[src/wdt_params.svh]
`ifndef WDT_PARAMS_SVH
`define WDT_PARAMS_SVH
// ********************************************************************
// Register map and access keys
// ********************************************************************
`define WDT_CNT_OFFSET  4'h0
`define WDT_CSR_OFFSET  4'h4
`define WDT_CNT_KEY     8'h5A
`define WDT_CSR_KEY     8'hA5
`define WDT_WORD_STRB   4'h3
`define WDT_CNT_RESET   8'h00
`define WDT_CSR_RESET   8'h00
`define WDT_CNT_MAX     8'hFF
`define WDT_REENTRY_PRE 8'h7F
// ********************************************************************
// Bus answers
// ********************************************************************
`define AXI_RESP_OKAY   2'h0
`define AXI_RESP_SLVERR 2'h2
`define AXI_RESP_DECERR 2'h3
// ********************************************************************
// Count clock division masks, one per select code
// ********************************************************************
`define WDT_DIV_MASK_0  12'h000
`define WDT_DIV_MASK_1  12'h003
`define WDT_DIV_MASK_2  12'h00F
`define WDT_DIV_MASK_3  12'h01F
`define WDT_DIV_MASK_4  12'h03F
`define WDT_DIV_MASK_5  12'h0FF
`define WDT_DIV_MASK_6  12'h3FF
`define WDT_DIV_MASK_7  12'hFFF
`define WDT_PRESCALE_W  12
// ********************************************************************
// Reset signalling
// ********************************************************************
`define WDT_MRST_CYCLES 3'h5
`endif

[src/wdt_pkg.sv]
// ********************************************************************
// Shared types of the watchdog unit
// ********************************************************************
package wdt_pkg;

  // Layout of the control and status byte, most significant first.
  typedef struct packed {
    logic       run_enable_bit;
    logic       mode_select_bit;
    logic       reset_kind_bit;
    logic       watchdog_overflow_flag;
    logic       interval_overflow_flag;
    logic [2:0] count_clock_select;
  } csr_t;

  // Which job the counter is doing at the moment.
  typedef enum logic [2:0] {
    PH_NORMAL,
    PH_STANDBY_ENABLE_BIT_WAIT,
    PH_STANDBY_ENABLE_BIT_SETTLE,
    PH_STANDBY_ENABLE_BIT_RUN,
    PH_FREQ_SETTLE,
    PH_FREQ_TAIL
  } phase_t;

  // Requested reset pulse kinds.
  typedef struct packed {
    logic power_on;
    logic manual;
  } reset_fire_t;

endpackage

[src/count_prescaler.sv]
`timescale 1ns/10ps
`default_nettype none
`include "wdt_params.svh"
// ********************************************************************
// Free running divider of the peripheral clock
// ********************************************************************
module count_prescaler (
  input  wire logic       aclk,
  input  wire logic       aresetn,
  input  wire logic [2:0] select,
  output logic            tick
);

  // Divider state; it never stops, so ratio changes take effect at once.
  logic [`WDT_PRESCALE_W-1:0] div;
  logic [`WDT_PRESCALE_W-1:0] next_div;

  // Maps a select code to the mask of divider bits that must be all ones.
  function automatic logic [`WDT_PRESCALE_W-1:0] div_mask(
    input logic [2:0] code);
    unique case (code)
      3'h0: div_mask = `WDT_DIV_MASK_0;
      3'h1: div_mask = `WDT_DIV_MASK_1;
      3'h2: div_mask = `WDT_DIV_MASK_2;
      3'h3: div_mask = `WDT_DIV_MASK_3;
      3'h4: div_mask = `WDT_DIV_MASK_4;
      3'h5: div_mask = `WDT_DIV_MASK_5;
      3'h6: div_mask = `WDT_DIV_MASK_6;
      3'h7: div_mask = `WDT_DIV_MASK_7;
    endcase
  endfunction

  // One enable pulse each time the masked low bits are all ones.
  assign tick = ((div & div_mask(select)) == div_mask(select));

  // Next divider value.
  always_comb begin
    next_div = div + `WDT_PRESCALE_W'(1);
  end

  // Divider register.
  always_ff @(posedge aclk) begin
    if (!aresetn) begin
      div <= '0;
    end else begin
      div <= next_div;
    end
  end

endmodule
`default_nettype wire

[src/reset_pulse_gen.sv]
`timescale 1ns/10ps
`default_nettype none
`include "wdt_params.svh"
// ********************************************************************
// Stretches a watchdog reset request onto the request and status pins
// ********************************************************************
module reset_pulse_gen (
  input  wire logic                 aclk,
  input  wire logic                 aresetn,
  input  wire wdt_pkg::reset_fire_t fire,
  input  wire logic                 count_tick,
  output logic                      power_on_req,
  output logic                      manual_req,
  output logic                      status_output_low,
  output logic                      status_output_high
);

  logic       por_active;   // Power-on pulse in progress.
  logic       mrst_active;  // Manual pulse in progress.
  logic [2:0] mrst_left;    // Manual pulse cycles still to go.
  logic       next_por_active;
  logic       next_mrst_active;
  logic [2:0] next_mrst_left;

  // A power-on pulse lasts until the next count tick; a manual one
  // lasts a fixed number of peripheral clocks.
  always_comb begin
    next_por_active  = por_active;
    next_mrst_active = mrst_active;
    next_mrst_left   = mrst_left;
    if (por_active && count_tick) begin
      next_por_active = 1'b0;
    end
    if (mrst_active) begin
      next_mrst_left = mrst_left - 3'h1;
      if (mrst_left == 3'h1) begin
        next_mrst_active = 1'b0;
      end
    end
    if (fire.power_on) begin
      next_por_active = 1'b1;
    end
    if (fire.manual) begin
      next_mrst_active = 1'b1;
      next_mrst_left   = `WDT_MRST_CYCLES;
    end
  end

  // Pulse state and the registered pins.
  always_ff @(posedge aclk) begin
    if (!aresetn) begin
      por_active         <= 1'b0;
      mrst_active        <= 1'b0;
      mrst_left          <= 3'h0;
      power_on_req       <= 1'b0;
      manual_req         <= 1'b0;
      status_output_low  <= 1'b0;
      status_output_high <= 1'b0;
    end else begin
      por_active         <= next_por_active;
      mrst_active        <= next_mrst_active;
      mrst_left          <= next_mrst_left;
      power_on_req       <= next_por_active;
      manual_req         <= next_mrst_active;
      // Both status pins go high together for any watchdog reset.
      status_output_low  <= next_por_active | next_mrst_active;
      status_output_high <= next_por_active | next_mrst_active;
    end
  end

endmodule
`default_nettype wire

[src/watchdog_unit.sv]
// Summary of operation
// - 8-bit counter counts; overflow resets or interrupts.
// - Only power-on reset clears counter and control.
// - Counter written by keyed halfword only.
// - Control written by keyed halfword only.
// - Control survives watchdog reset and settling.
// - Run-enable bit starts and holds counting.
// - Mode bit picks interval or watchdog.
// - Reset-kind bit picks power-on or manual.
// - Watchdog flag set only in watchdog mode.
// - Interval flag set only in interval mode.
// - Standby wake starts count; overflow resumes clocks.
// - After wake, count on; re-enter standby at 80h.
// - PLL change settles, resumes clocks, halts near zero.
// - Watchdog overflow sets flag, resets, keeps counting.
// - Status pins high during watchdog reset.
// - Interval overflow sets flag, interrupts, keeps counting.
// - Only PLL ratio change or standby wake starts settling count.
//
// Decided for this implementation: the address map and register access over AXI4-Lite.
`timescale 1ns/10ps
`default_nettype none
`include "wdt_params.svh"
module watchdog_unit (
  input  wire logic        aclk,
  input  wire logic        aresetn,
  // AXI4-Lite register port.
  input  wire logic [31:0] s_axi_awaddr,
  input  wire logic        s_axi_awvalid,
  output logic             s_axi_awready,
  input  wire logic [31:0] s_axi_wdata,
  input  wire logic [3:0]  s_axi_wstrb,
  input  wire logic        s_axi_wvalid,
  output logic             s_axi_wready,
  output logic [1:0]       s_axi_bresp,
  output logic             s_axi_bvalid,
  input  wire logic        s_axi_bready,
  input  wire logic [31:0] s_axi_araddr,
  input  wire logic        s_axi_arvalid,
  output logic             s_axi_arready,
  output logic [31:0]      s_axi_rdata,
  output logic [1:0]       s_axi_rresp,
  output logic             s_axi_rvalid,
  input  wire logic        s_axi_rready,
  // Standby and clock generator handshakes, same clock domain.
  input  wire logic        standby_entry,
  input  wire logic        wake_event,
  input  wire logic        standby_enable_bit,
  input  wire logic        pll_ratio_change,
  output logic             clock_resume,
  output logic             standby_reenter,
  // Interrupt and reset requests.
  output logic             interval_irq,
  output logic             power_on_reset_req,
  output logic             manual_reset_req,
  output logic             status_output_low,
  output logic             status_output_high
);

  // ******************************************************************
  // Declarations
  // ******************************************************************
  wdt_pkg::csr_t        csr;            // Control and status byte.
  wdt_pkg::csr_t        next_csr;
  logic [7:0]           cnt;            // The up-counter.
  logic [7:0]           next_cnt;
  wdt_pkg::phase_t      phase;          // Current counter job.
  wdt_pkg::phase_t      next_phase;
  logic                 tick;           // Count clock enable.
  logic                 count_en;       // Counter advances this cycle.
  logic                 wrap;           // Overflow event.
  wdt_pkg::reset_fire_t fire;           // Reset request to the stretcher.
  logic                 next_irq;
  logic                 next_resume;
  logic                 next_reenter;
  logic                 aw_full;        // Write address held.
  logic                 w_full;         // Write data held.
  logic [3:0]           aw_addr;
  logic [31:0]          w_data;
  logic [3:0]           w_strb;
  logic                 next_aw_full;
  logic                 next_w_full;
  logic [3:0]           next_aw_addr;
  logic [31:0]          next_w_data;
  logic [3:0]           next_w_strb;
  logic                 next_bvalid;
  logic [1:0]           next_bresp;
  logic                 next_rvalid;
  logic [1:0]           next_rresp;
  logic [31:0]          next_rdata;
  logic                 cnt_wr;         // Accepted counter write.
  logic                 csr_wr;         // Accepted control write.

  // ******************************************************************
  // Helper functions
  // ******************************************************************
  // A keyed write is exactly the low halfword with the key on top.
  function automatic logic keyed(input logic [3:0]  strb,
                                 input logic [31:0] data,
                                 input logic [7:0]  key);
    keyed = (strb == `WDT_WORD_STRB) && (data[15:8] == key);
  endfunction

  // Register byte offset from a byte address; unused bits must be zero.
  function automatic logic [3:0] reg_sel(input logic [31:0] addr);
    reg_sel = (addr[31:4] == 28'h0000000) ? addr[3:0] : 4'hF;
  endfunction

  // ******************************************************************
  // Count clock and reset pulse helpers
  // ******************************************************************
  count_prescaler u_prescaler (
    .aclk    (aclk),
    .aresetn (aresetn),
    .select  (csr.count_clock_select),
    .tick    (tick)
  );

  reset_pulse_gen u_pulse (
    .aclk               (aclk),
    .aresetn            (aresetn),
    .fire               (fire),
    .count_tick         (tick),
    .power_on_req       (power_on_reset_req),
    .manual_req         (manual_reset_req),
    .status_output_low  (status_output_low),
    .status_output_high (status_output_high)
  );

  // ******************************************************************
  // Counter, phase and events
  // ******************************************************************
  // The settling phases count whatever the run-enable bit says, since
  // software has to clear that bit before standby or a PLL change.
  always_comb begin
    unique case (phase)
      wdt_pkg::PH_NORMAL:    count_en = tick && csr.run_enable_bit;
      wdt_pkg::PH_STANDBY_ENABLE_BIT_WAIT: count_en = 1'b0;
      default:               count_en = tick;
    endcase
  end

  assign wrap = count_en && (cnt == `WDT_CNT_MAX);

  // Next counter, phase, flags and event pulses.
  always_comb begin
    next_cnt     = cnt;
    next_phase   = phase;
    next_csr     = csr;
    next_irq     = 1'b0;
    next_resume  = 1'b0;
    next_reenter = 1'b0;
    fire         = '0;
    if (count_en) begin
      next_cnt = cnt + 8'h01;
    end
    if (cnt_wr) begin
      next_cnt = w_data[7:0];
    end
    if (csr_wr) begin
      next_csr = wdt_pkg::csr_t'(w_data[7:0]);
    end
    unique case (phase)
      wdt_pkg::PH_NORMAL: begin
        if (wrap && csr.mode_select_bit) begin
          // Watchdog overflow: flag and reset, counting goes on.
          next_csr.watchdog_overflow_flag = 1'b1;
          fire.power_on = !csr.reset_kind_bit;
          fire.manual   = csr.reset_kind_bit;
        end else if (wrap) begin
          // Interval overflow: flag and interrupt, counting goes on.
          next_csr.interval_overflow_flag = 1'b1;
          next_irq = 1'b1;
        end
        if (standby_entry) begin
          next_phase = wdt_pkg::PH_STANDBY_ENABLE_BIT_WAIT;
        end else if (pll_ratio_change) begin
          next_phase = wdt_pkg::PH_FREQ_SETTLE;
        end
      end
      wdt_pkg::PH_STANDBY_ENABLE_BIT_WAIT: begin
        if (wake_event) begin
          next_phase = wdt_pkg::PH_STANDBY_ENABLE_BIT_SETTLE;
        end
      end
      wdt_pkg::PH_STANDBY_ENABLE_BIT_SETTLE: begin
        // No flag is touched here, so the control byte survives.
        if (wrap) begin
          next_resume = 1'b1;
          next_phase  = wdt_pkg::PH_STANDBY_ENABLE_BIT_RUN;
        end
      end
      wdt_pkg::PH_STANDBY_ENABLE_BIT_RUN: begin
        if (!standby_enable_bit) begin
          next_phase = wdt_pkg::PH_NORMAL;
        end else if (count_en && cnt == `WDT_REENTRY_PRE) begin
          next_reenter = 1'b1;
          next_phase   = wdt_pkg::PH_STANDBY_ENABLE_BIT_WAIT;
        end
      end
      wdt_pkg::PH_FREQ_SETTLE: begin
        // At the undivided ratio one more tick lands before the halt.
        if (wrap) begin
          next_resume = 1'b1;
          next_phase  = (csr.count_clock_select == 3'h0)
                        ? wdt_pkg::PH_FREQ_TAIL : wdt_pkg::PH_NORMAL;
        end
      end
      wdt_pkg::PH_FREQ_TAIL: begin
        if (count_en) begin
          next_phase = wdt_pkg::PH_NORMAL;
        end
      end
    endcase
  end

  // Counter state; cleared only by the power-on reset.
  always_ff @(posedge aclk) begin
    if (!aresetn) begin
      cnt             <= `WDT_CNT_RESET;
      csr             <= wdt_pkg::csr_t'(`WDT_CSR_RESET);
      phase           <= wdt_pkg::PH_NORMAL;
      interval_irq    <= 1'b0;
      clock_resume    <= 1'b0;
      standby_reenter <= 1'b0;
    end else begin
      cnt             <= next_cnt;
      csr             <= next_csr;
      phase           <= next_phase;
      interval_irq    <= next_irq;
      clock_resume    <= next_resume;
      standby_reenter <= next_reenter;
    end
  end

  // ******************************************************************
  // AXI4-Lite slave
  // ******************************************************************
  // Address and data are taken independently; the write is done in
  // the cycle both are held and no response is pending. A write that
  // is misshapen or carries the wrong key changes nothing.
  always_comb begin
    next_aw_full = aw_full;
    next_w_full  = w_full;
    next_aw_addr = aw_addr;
    next_w_data  = w_data;
    next_w_strb  = w_strb;
    next_bvalid  = s_axi_bvalid;
    next_bresp   = s_axi_bresp;
    cnt_wr       = 1'b0;
    csr_wr       = 1'b0;
    if (s_axi_awvalid && s_axi_awready) begin
      next_aw_full = 1'b1;
      next_aw_addr = reg_sel(s_axi_awaddr);
    end
    if (s_axi_wvalid && s_axi_wready) begin
      next_w_full = 1'b1;
      next_w_data = s_axi_wdata;
      next_w_strb = s_axi_wstrb;
    end
    if (s_axi_bvalid && s_axi_bready) begin
      next_bvalid = 1'b0;
    end
    if (aw_full && w_full && !s_axi_bvalid) begin
      next_aw_full = 1'b0;
      next_w_full  = 1'b0;
      next_bvalid  = 1'b1;
      next_bresp   = `AXI_RESP_SLVERR;
      if (aw_addr == `WDT_CNT_OFFSET) begin
        if (keyed(w_strb, w_data, `WDT_CNT_KEY)) begin
          cnt_wr     = 1'b1;
          next_bresp = `AXI_RESP_OKAY;
        end
      end else if (aw_addr == `WDT_CSR_OFFSET) begin
        if (keyed(w_strb, w_data, `WDT_CSR_KEY)) begin
          csr_wr     = 1'b1;
          next_bresp = `AXI_RESP_OKAY;
        end
      end else begin
        next_bresp = `AXI_RESP_DECERR;
      end
    end
  end

  // Read side: one read at a time, byte value in the low lane.
  always_comb begin
    next_rvalid = s_axi_rvalid;
    next_rresp  = s_axi_rresp;
    next_rdata  = s_axi_rdata;
    if (s_axi_rvalid && s_axi_rready) begin
      next_rvalid = 1'b0;
    end
    if (s_axi_arvalid && s_axi_arready) begin
      next_rvalid = 1'b1;
      next_rresp  = `AXI_RESP_OKAY;
      unique case (reg_sel(s_axi_araddr))
        `WDT_CNT_OFFSET: next_rdata = {24'h000000, cnt};
        `WDT_CSR_OFFSET: next_rdata = {24'h000000, csr};
        default: begin
          next_rdata = 32'h00000000;
          next_rresp = `AXI_RESP_DECERR;
        end
      endcase
    end
  end

  // Bus registers; ready flags drop while something is held.
  always_ff @(posedge aclk) begin
    if (!aresetn) begin
      aw_full       <= 1'b0;
      w_full        <= 1'b0;
      aw_addr       <= 4'h0;
      w_data        <= 32'h00000000;
      w_strb        <= 4'h0;
      s_axi_awready <= 1'b0;
      s_axi_wready  <= 1'b0;
      s_axi_bvalid  <= 1'b0;
      s_axi_bresp   <= `AXI_RESP_OKAY;
      s_axi_arready <= 1'b0;
      s_axi_rvalid  <= 1'b0;
      s_axi_rresp   <= `AXI_RESP_OKAY;
      s_axi_rdata   <= 32'h00000000;
    end else begin
      aw_full       <= next_aw_full;
      w_full        <= next_w_full;
      aw_addr       <= next_aw_addr;
      w_data        <= next_w_data;
      w_strb        <= next_w_strb;
      s_axi_awready <= !next_aw_full && !next_bvalid;
      s_axi_wready  <= !next_w_full && !next_bvalid;
      s_axi_bvalid  <= next_bvalid;
      s_axi_bresp   <= next_bresp;
      s_axi_arready <= !next_rvalid && !(s_axi_arvalid && s_axi_arready);
      s_axi_rvalid  <= next_rvalid;
      s_axi_rresp   <= next_rresp;
      s_axi_rdata   <= next_rdata;
    end
  end

endmodule
`default_nettype wire

[config.mk]
export PLATFORM = sky130hd
export DESIGN_NAME = watchdog_unit
export DESIGN_NICKNAME = d
export VERILOG_FILES = /design/src/wdt_pkg.sv /design/src/count_prescaler.sv /design/src/reset_pulse_gen.sv /design/src/watchdog_unit.sv
export VERILOG_INCLUDE_DIRS = /design/src /design/src/src
export SDC_FILE = /design/constraint.sdc
export NUM_CORES = 1
export LEC_CHECK = 0
export ABC_CLOCK_PERIOD_IN_PS = 2500
export BUFFER_PORTS_ARGS = -buffer_cell sky130_fd_sc_hd__buf_4
export CORE_ASPECT_RATIO = 2
export CORE_UTILIZATION = 40
export DETAILED_ROUTE_END_ITERATION = 6
export PLACE_DENSITY = 0.72
export SLEW_MARGIN = 10
export SYNTH_ARGS = -nofsm -noshare
export SYNTH_HDL_FRONTEND = slang
export SYNTH_SLANG_ARGS = --single-unit
[constraint.sdc]
create_clock -name aclk -period 2.5 [get_ports aclk]
set_input_delay 0.5 -clock aclk [delete_from_list [all_inputs] [get_ports aclk]]
set_output_delay 0.5 -clock aclk [all_outputs]
set_load 0.01 [all_outputs]
==> results of run 1 <==
[routing by layer]
metal	global-route usage [%]	wire length, µm	part of all wire (%)
met1	18.3	3450	34
met2	39.2	5580	55
met3	4.50	472	4.7
met4	13.5	633	6.2
met5	0	0	0
[worst reg2reg max path, stage by stage (launching register included)]
cell and delay [ns]:
dfxtp_1 0.64, or4b_2 0.66, nor3_1 0.25, o21bai_1 0.16, a31oi_1 0.05, a221oi_1 0.30
[cell type report]
| type | instances | area share (%) |
|---|---|---|
| timing repair buffer | 130 | 18.4 |
| tap | 132 | 3.12 |
| clock inverter | 6 | 0.828 |
| inverter | 7 | 0.497 |
| sequential | 89 | 33.7 |
| clock buffer | 10 | 4.33 |
| multi-input combinational | 348 | 39.1 |
[worst max-delay path by stage]
stage,from,endpoint,cells after the start
final,phase[2],phase[2],5
after global routing,phase[2],phase[2],5
after CTS,phase[2],phase[2],5
after detailed placement,s_axi_araddr[13],s_axi_rdata[2],5
after global placement,s_axi_araddr[13],s_axi_rresp[0],4
after floorplan,cnt[0],u_pulse.mrst_left[1],6
[logic make-up (layout without fill, tap and decap cells)]
group                      count (synthesis)  count (layout)  synth area share, %
xor gates and xnor gates                  19              19                 4.09
DFF                                       89              89                 43.8
muxes                                     11              11                 2.77
other                                      1              24               0.0921
buffers and inverters                     55             153                 7.56
adders and majority gates                  4               4                 1.23
AOI/OAI and AO/OA                        105             105                 16.4
and+or+nand+nor                          185             185                 24.1
[flip-flops by register name, summed over array words and instances, names as in the netlist, 2 cells and up, named ones only]
signal	cells
phase	3
w_data	16
csr	8
u_prescaler.div	12
s_axi_bresp	2
w_strb	4
u_pulse.mrst_left	3
cnt	8
s_axi_rdata	8
aw_addr	4
[report_power, final]
| group | switching, mW | total [mW] | internal [mW] |
|---|---|---|---|
| Clock | 0.554 | 1.23 | 0.676 |
| Combinational | 0.195 | 0.420 | 0.225 |
| Sequential | 0.0704 | 1.54 | 1.47 |
[stage by stage]
step / setup slack (ns) / total power, mW
after global routing: 0.221 / 3.34
after floorplan: 0.546 / 1.83
final: 0.340 / 3.19
after CTS: 0.389 / 3.22
after global placement: 0.388 / 1.98
after detailed placement: 0.349 / 2.00
[cells in the final DEF (no fill, tap or decap), types with 8 or more instances in the layout]
cell	synthesis	routed
buf_4	26	130
dfxtp_1	89	89
nand2_1	56	56
a21oi_1	53	53
nor2_1	30	30
conb_1	1	24
o21ai_0	19	19
nor4_1	16	16
nand3_1	14	14
xor2_1	14	14
nand4_1	13	13
mux2i_1	9	9
a2bb2oi_1	9	9
clkbuf_16	0	9
nor3_1	8	8
==> flow_summary.toml, run 1 <==
[status]
status = "finished, final reports clean"

[worst_setup_path]
crit_path_cell_trace = "or4b_2, nor3_1, o21bai_1, a31oi_1, a221oi_1"
r2r_end = "phase[2]"
crit_type = "reg2reg"
path_buf_inv = 0
crit_family = "simple AND/OR/NAND/NOR gates"
r2r_setup_slack_ns = 0.34
r2r-start = "phase[2]"
rr_worst_depth = 5
cp.required_ns = 2.75
slowest_delay_ns = 0.66
cp_slowest_cell = "or4b_2"
end_kind = "flip-flop"
worstPathMaxFanout = 15
cp.arrival_ns = 2.41
cp-start-kind = "flip-flop"

[clocking]
clock_tree.htree_level_count = 3
cts-buffers-inserted = 9
cts.repair.resized = 0
hold_buffers = 0
cts_setup_buffers = 0
cts_root_buf = "clkbuf_16"
cts_tree = "done"
clk_path_buf_depth = 2
cts.sinks = 89
clk_pin_slew_worst_paths_ns = 0.07
clock_latency_ns = 0.34

[drt]
vias_per_cell = 5.19
detail_route.wl_per_cell_um = 14.0
via_count = 3750
drt_pre_antenna_iters = 4
drcViolationCount = 0
drt-initial-drc-count = 91
postRouteAntennaNets = 0
finalWirelength_um = 10100

[floorplan]
die_w_um = 73.3
die_h_um = 145
initial_core_util_pct = 41.4
io_pins = 159
fp-row-count = 51
core_um2 = 9830
die_area_um2 = 10600

[placed_design]
hpwl_um = 8200
dp.cells = 706
place_congestion = 0.926
place.port_buffers = 118
place_area_um2 = 5020

[layout]
utilization_pct = 53.8
drive_gt1_share_pct = 28.5
seqCellArea_um2 = 1780
postLayoutCellArea_um2 = 5290
area.growth.synth_to_final_pct = 29.9
fillers = 956
multiInputGateArea_um2 = 2070
antennaDiodeCount = 0
stdcell_count = 722
num-nets-final = 700

[synthesis]
yosysMostFrequentCell = "dfxtp_1"
yosysUniqueCellTypes = 60
yosys.area.top_type = "dfxtp_1"
netlist_area_um2 = 4070
yosys-top-cells-area = "dfxtp_1, a21oi_1, nand2_1, buf_4, xor2_1"
yosysWarningCount = 0
syn_inst = 469
synth_seq_area_share_pct = 43.8
avgSynthCellArea_um2 = 8.68
synth-edff-count = 0
synth.top_cell.area_share_pct = 43.8
synthFlopType = "dfxtp_1"
synth_common_cells = "dfxtp_1, nand2_1, a21oi_1"
async_flop_share_pct = 0
yosys_register_bits = 89

[timing]
finalMaxSlewViolations = 0
finalSetupTns_ns = 0
finalSetupViolCount = 0
rsz0062_at_grt = "false"
finalHoldViolCount = 0
layout_min_cycle_time_ns = 2.16
max_freq_mhz = 463
relSlewSlack_pct = 31.4
worst_pin_slew_ns = 1.03
hold_ws_ns = 0.401
finalCritPeriodShare_pct = 86.4
fin_worst_skew_ns = 0.00723

[global_routing]
grt-ovfl-total = 0
grt_max_degree = 27
grt_pass1_vias = 3797
grt_pass1_wl_um = 16500
antenna_found_initial = 0
grt_usage_pct = 20.4

[power_and_ir_drop]
p_leak_nw = 2.19
vdd_ir_drop_max_v = 0.000419
power_density_nw_per_um2 = 604

[hold_path]
hold_depth = 3
hold_path.class = "in2reg"
hold_end = "w_data[14]"
min_from = "s_axi_wdata[14]"

[run]
maxCapViolations = 0
(Power assumes the default switching activity.)
==> run 2, diff against run 1 <==
--- a/config.mk
+++ b/config.mk
@@ -6,12 +6,13 @@
 export SDC_FILE = /design/constraint.sdc
 export NUM_CORES = 1
 export LEC_CHECK = 0
+export ABC_AREA = 1
 export ABC_CLOCK_PERIOD_IN_PS = 2500
 export BUFFER_PORTS_ARGS = -buffer_cell sky130_fd_sc_hd__buf_4
 export CORE_ASPECT_RATIO = 2
 export CORE_UTILIZATION = 40
 export DETAILED_ROUTE_END_ITERATION = 6
-export PLACE_DENSITY = 0.72
+export PLACE_DENSITY = 0.71
 export SLEW_MARGIN = 10
 export SYNTH_ARGS = -nofsm -noshare
 export SYNTH_HDL_FRONTEND = slang
==> flow_summary.toml, run 2 <==
[layout]
mostFrequentLayoutCells = "buf_4, nor2_1, nand2_1"
stdcell_count = 874
reg_top3 = "w_data: 16 flops, u_prescaler.div: 12 flops"
largest_register = "w_data"
fillers = 1027
largest_register_ffs = 16
multiInputGateArea_um2 = 2100
drive_gt1_share_pct = 22.3
postLayoutCellArea_um2 = 5590
num-nets-final = 847
area.growth.synth_to_final_pct = 27.9
antennaDiodeCount = 0
seqCellArea_um2 = 1780
final_common_cell = "buf_4"

[worst_setup_path]
r2r-start = "cnt[0]"
worstPathMaxFanout = 4
cp.arrival_ns = 2.12
cp.required_ns = 2.75
end_kind = "flip-flop"
rr_worst_depth = 12
crit_type = "reg2reg"
r2r_setup_slack_ns = 0.63
r2r_end = "phase[0]"
cp-start-kind = "flip-flop"

[clocking]
cts.repair.resized = 0
cts-buffers-inserted = 9
clock_latency_ns = 0.34
cts_tree = "done"
clock_tree.htree_level_count = 3
cts.sinks = 89
clk_pin_slew_worst_paths_ns = 0.06
hold_buffers = 0
cts_setup_buffers = 0
clk_path_buf_depth = 2
cts_root_buf = "clkbuf_16"

[drt]
finalWirelength_um = 10500
drcViolationCount = 0
via_count = 4270
drt_pre_antenna_iters = 5
vias_per_cell = 4.89
drt-initial-drc-count = 214
detail_route.wl_per_cell_um = 12.0
postRouteAntennaNets = 0

[synthesis]
yosys_register_bits = 89
synth.top_cell.area_share_pct = 40.8
yosysUniqueCellTypes = 36
yosysMostFrequentCell = "nor2_1"
async_flop_share_pct = 0
yosys.area.top_type = "dfxtp_1"
synth_common_cells = "nor2_1, nand2_1, dfxtp_1"
yosys-top-cells-area = "dfxtp_1, nor2_1, nand2_1, inv_1, nand3_1"
syn_inst = 621
netlist_area_um2 = 4370
yosysWarningCount = 0
synth_seq_area_share_pct = 40.8
avgSynthCellArea_um2 = 7.03
synthFlopType = "dfxtp_1"
synth-edff-count = 0

[status]
status = "finished, final reports clean"

[placed_design]
hpwl_um = 8260
place.port_buffers = 118
dp.cells = 858
place_congestion = 0.898
place_area_um2 = 5260

[power_and_ir_drop]
clkPwrFrac_pct = 38.9
vdd_ir_drop_max_v = 0.000381
seqPwrFrac_pct = 42.3
combPwrFrac_pct = 18.8
netSwitchingPower_mw = 1.07
power_density_nw_per_um2 = 676
switching_share_pct = 28.2
p_leak_nw = 2.58
power.internal_mw = 2.71

[floorplan]
die_h_um = 150
die_w_um = 75.9
initial_core_util_pct = 41.4
core_um2 = 10500
io_pins = 159
fp-row-count = 53
die_area_um2 = 11400

[global_routing]
grt_pass1_wl_um = 16500
grt_max_degree = 42
antenna_found_initial = 0
grt-ovfl-total = 0
grt_pass1_vias = 3912
grt_usage_pct = 19.2

[hold_path]
hold_end = "w_data[15]"
hold_path.class = "in2reg"
min_from = "s_axi_wdata[15]"
hold_depth = 3

[timing]
max_freq_mhz = 534
finalCritPeriodShare_pct = 74.9
layout_min_cycle_time_ns = 1.87
finalMaxSlewViolations = 0
rsz0062_at_grt = "false"
finalHoldViolCount = 0
finalSetupTns_ns = 0
finalSetupViolCount = 0
fin_worst_skew_ns = 0.00363

[run]
maxCapViolations = 0
-- run 2: changes by cell type after synthesis, moves of 9 or more --
cell,previous run,this run
a21oi_1,53,36
a2bb2oi_1,9,0
inv_1,7,71
mux2i_1,9,0
nand2_1,56,97
nand3_1,14,45
nor2_1,30,109
nor4_1,16,7
o21ai_0,19,45
xor2_1,14,5
-- run 2: area by class of cell --
class                           count  area share [%]
Tap cell                          137            3.07
Sequential cell                    89            31.9
Multi-Input combinational cell    433            37.6
Inverter                           78            5.24
Timing Repair Buffer              121            16.3
Clock inverter                      6            1.61
Clock buffer                       10            4.28
-- run 2: stage by stage --
stage / hold slack [ns] / power, mW / worst slack [ns] / util, %
finish: 0.403 / 3.78 / 0.627 / 53.0
global route: 0.414 / 3.95 / 0.483 / 53.0
CTS: 0.401 / 3.79 / 0.653 / 53.0
detailed placement: 0.440 / 2.33 / 0.634 / 49.9
global placement: 0.439 / 2.30 / 0.667 / 49.9
floorplan: 0.399 / 2.10 / 0.989 / -
-- run 2: worst max path at each step --
stage                           startpoint             end  slack [ns]  cells after the start
after global placement    s_axi_araddr[27]  s_axi_rdata[3]        0.67                     10
after floorplan                     cnt[0]        phase[0]        0.99                     12
after global routing                cnt[0]        phase[0]        0.48                     12
after detailed placement  s_axi_araddr[27]  s_axi_rdata[2]        0.63                     10
after CTS                           cnt[0]        phase[0]        0.65                     12
final                               cnt[0]        phase[0]        0.63                     12
-- run 2: layer usage --
layer	global-route usage [%]	part of all wire, %
met5	0	0
met3	2.90	5.4
met4	10.6	3.1
met1	17.5	36
met2	37.6	56
-- run 2: logic make-up after synthesis --
family	count (synthesis)	synth area share, %
other	1	0.0859
xor gates and xnor gates	8	1.60
DFF	89	40.8
and+or+nand+nor	307	32.5
AOI/OAI and AO/OA	90	10.8
adders and majority gates	4	1.15
buffers and inverters	122	13.0
-- run 2: critical path, cell delays in order, from the launching register on --
cell     delay [ns]
dfxtp_1        0.43
ha_1           0.20
nand2_1        0.06
inv_1          0.10
nand2_1        0.11
nor2_1         0.20
nand4_2        0.18
nand2_2        0.13
nand2_1        0.07
nor2_1         0.15
nand2_1        0.07
nand2_1        0.05
inv_1          0.03
-- run 2: power groups by stage --
stage,logic [mW],clock network [mW],registers [mW]
6_report,0.709,1.47,1.60
5_1_grt,0.801,1.54,1.61
4_1_cts,0.705,1.49,1.60
3_5_place_dp,0.700,0,1.63
3_3_place_gp,0.679,0,1.62
2_1_floorplan,0.496,0,1.60
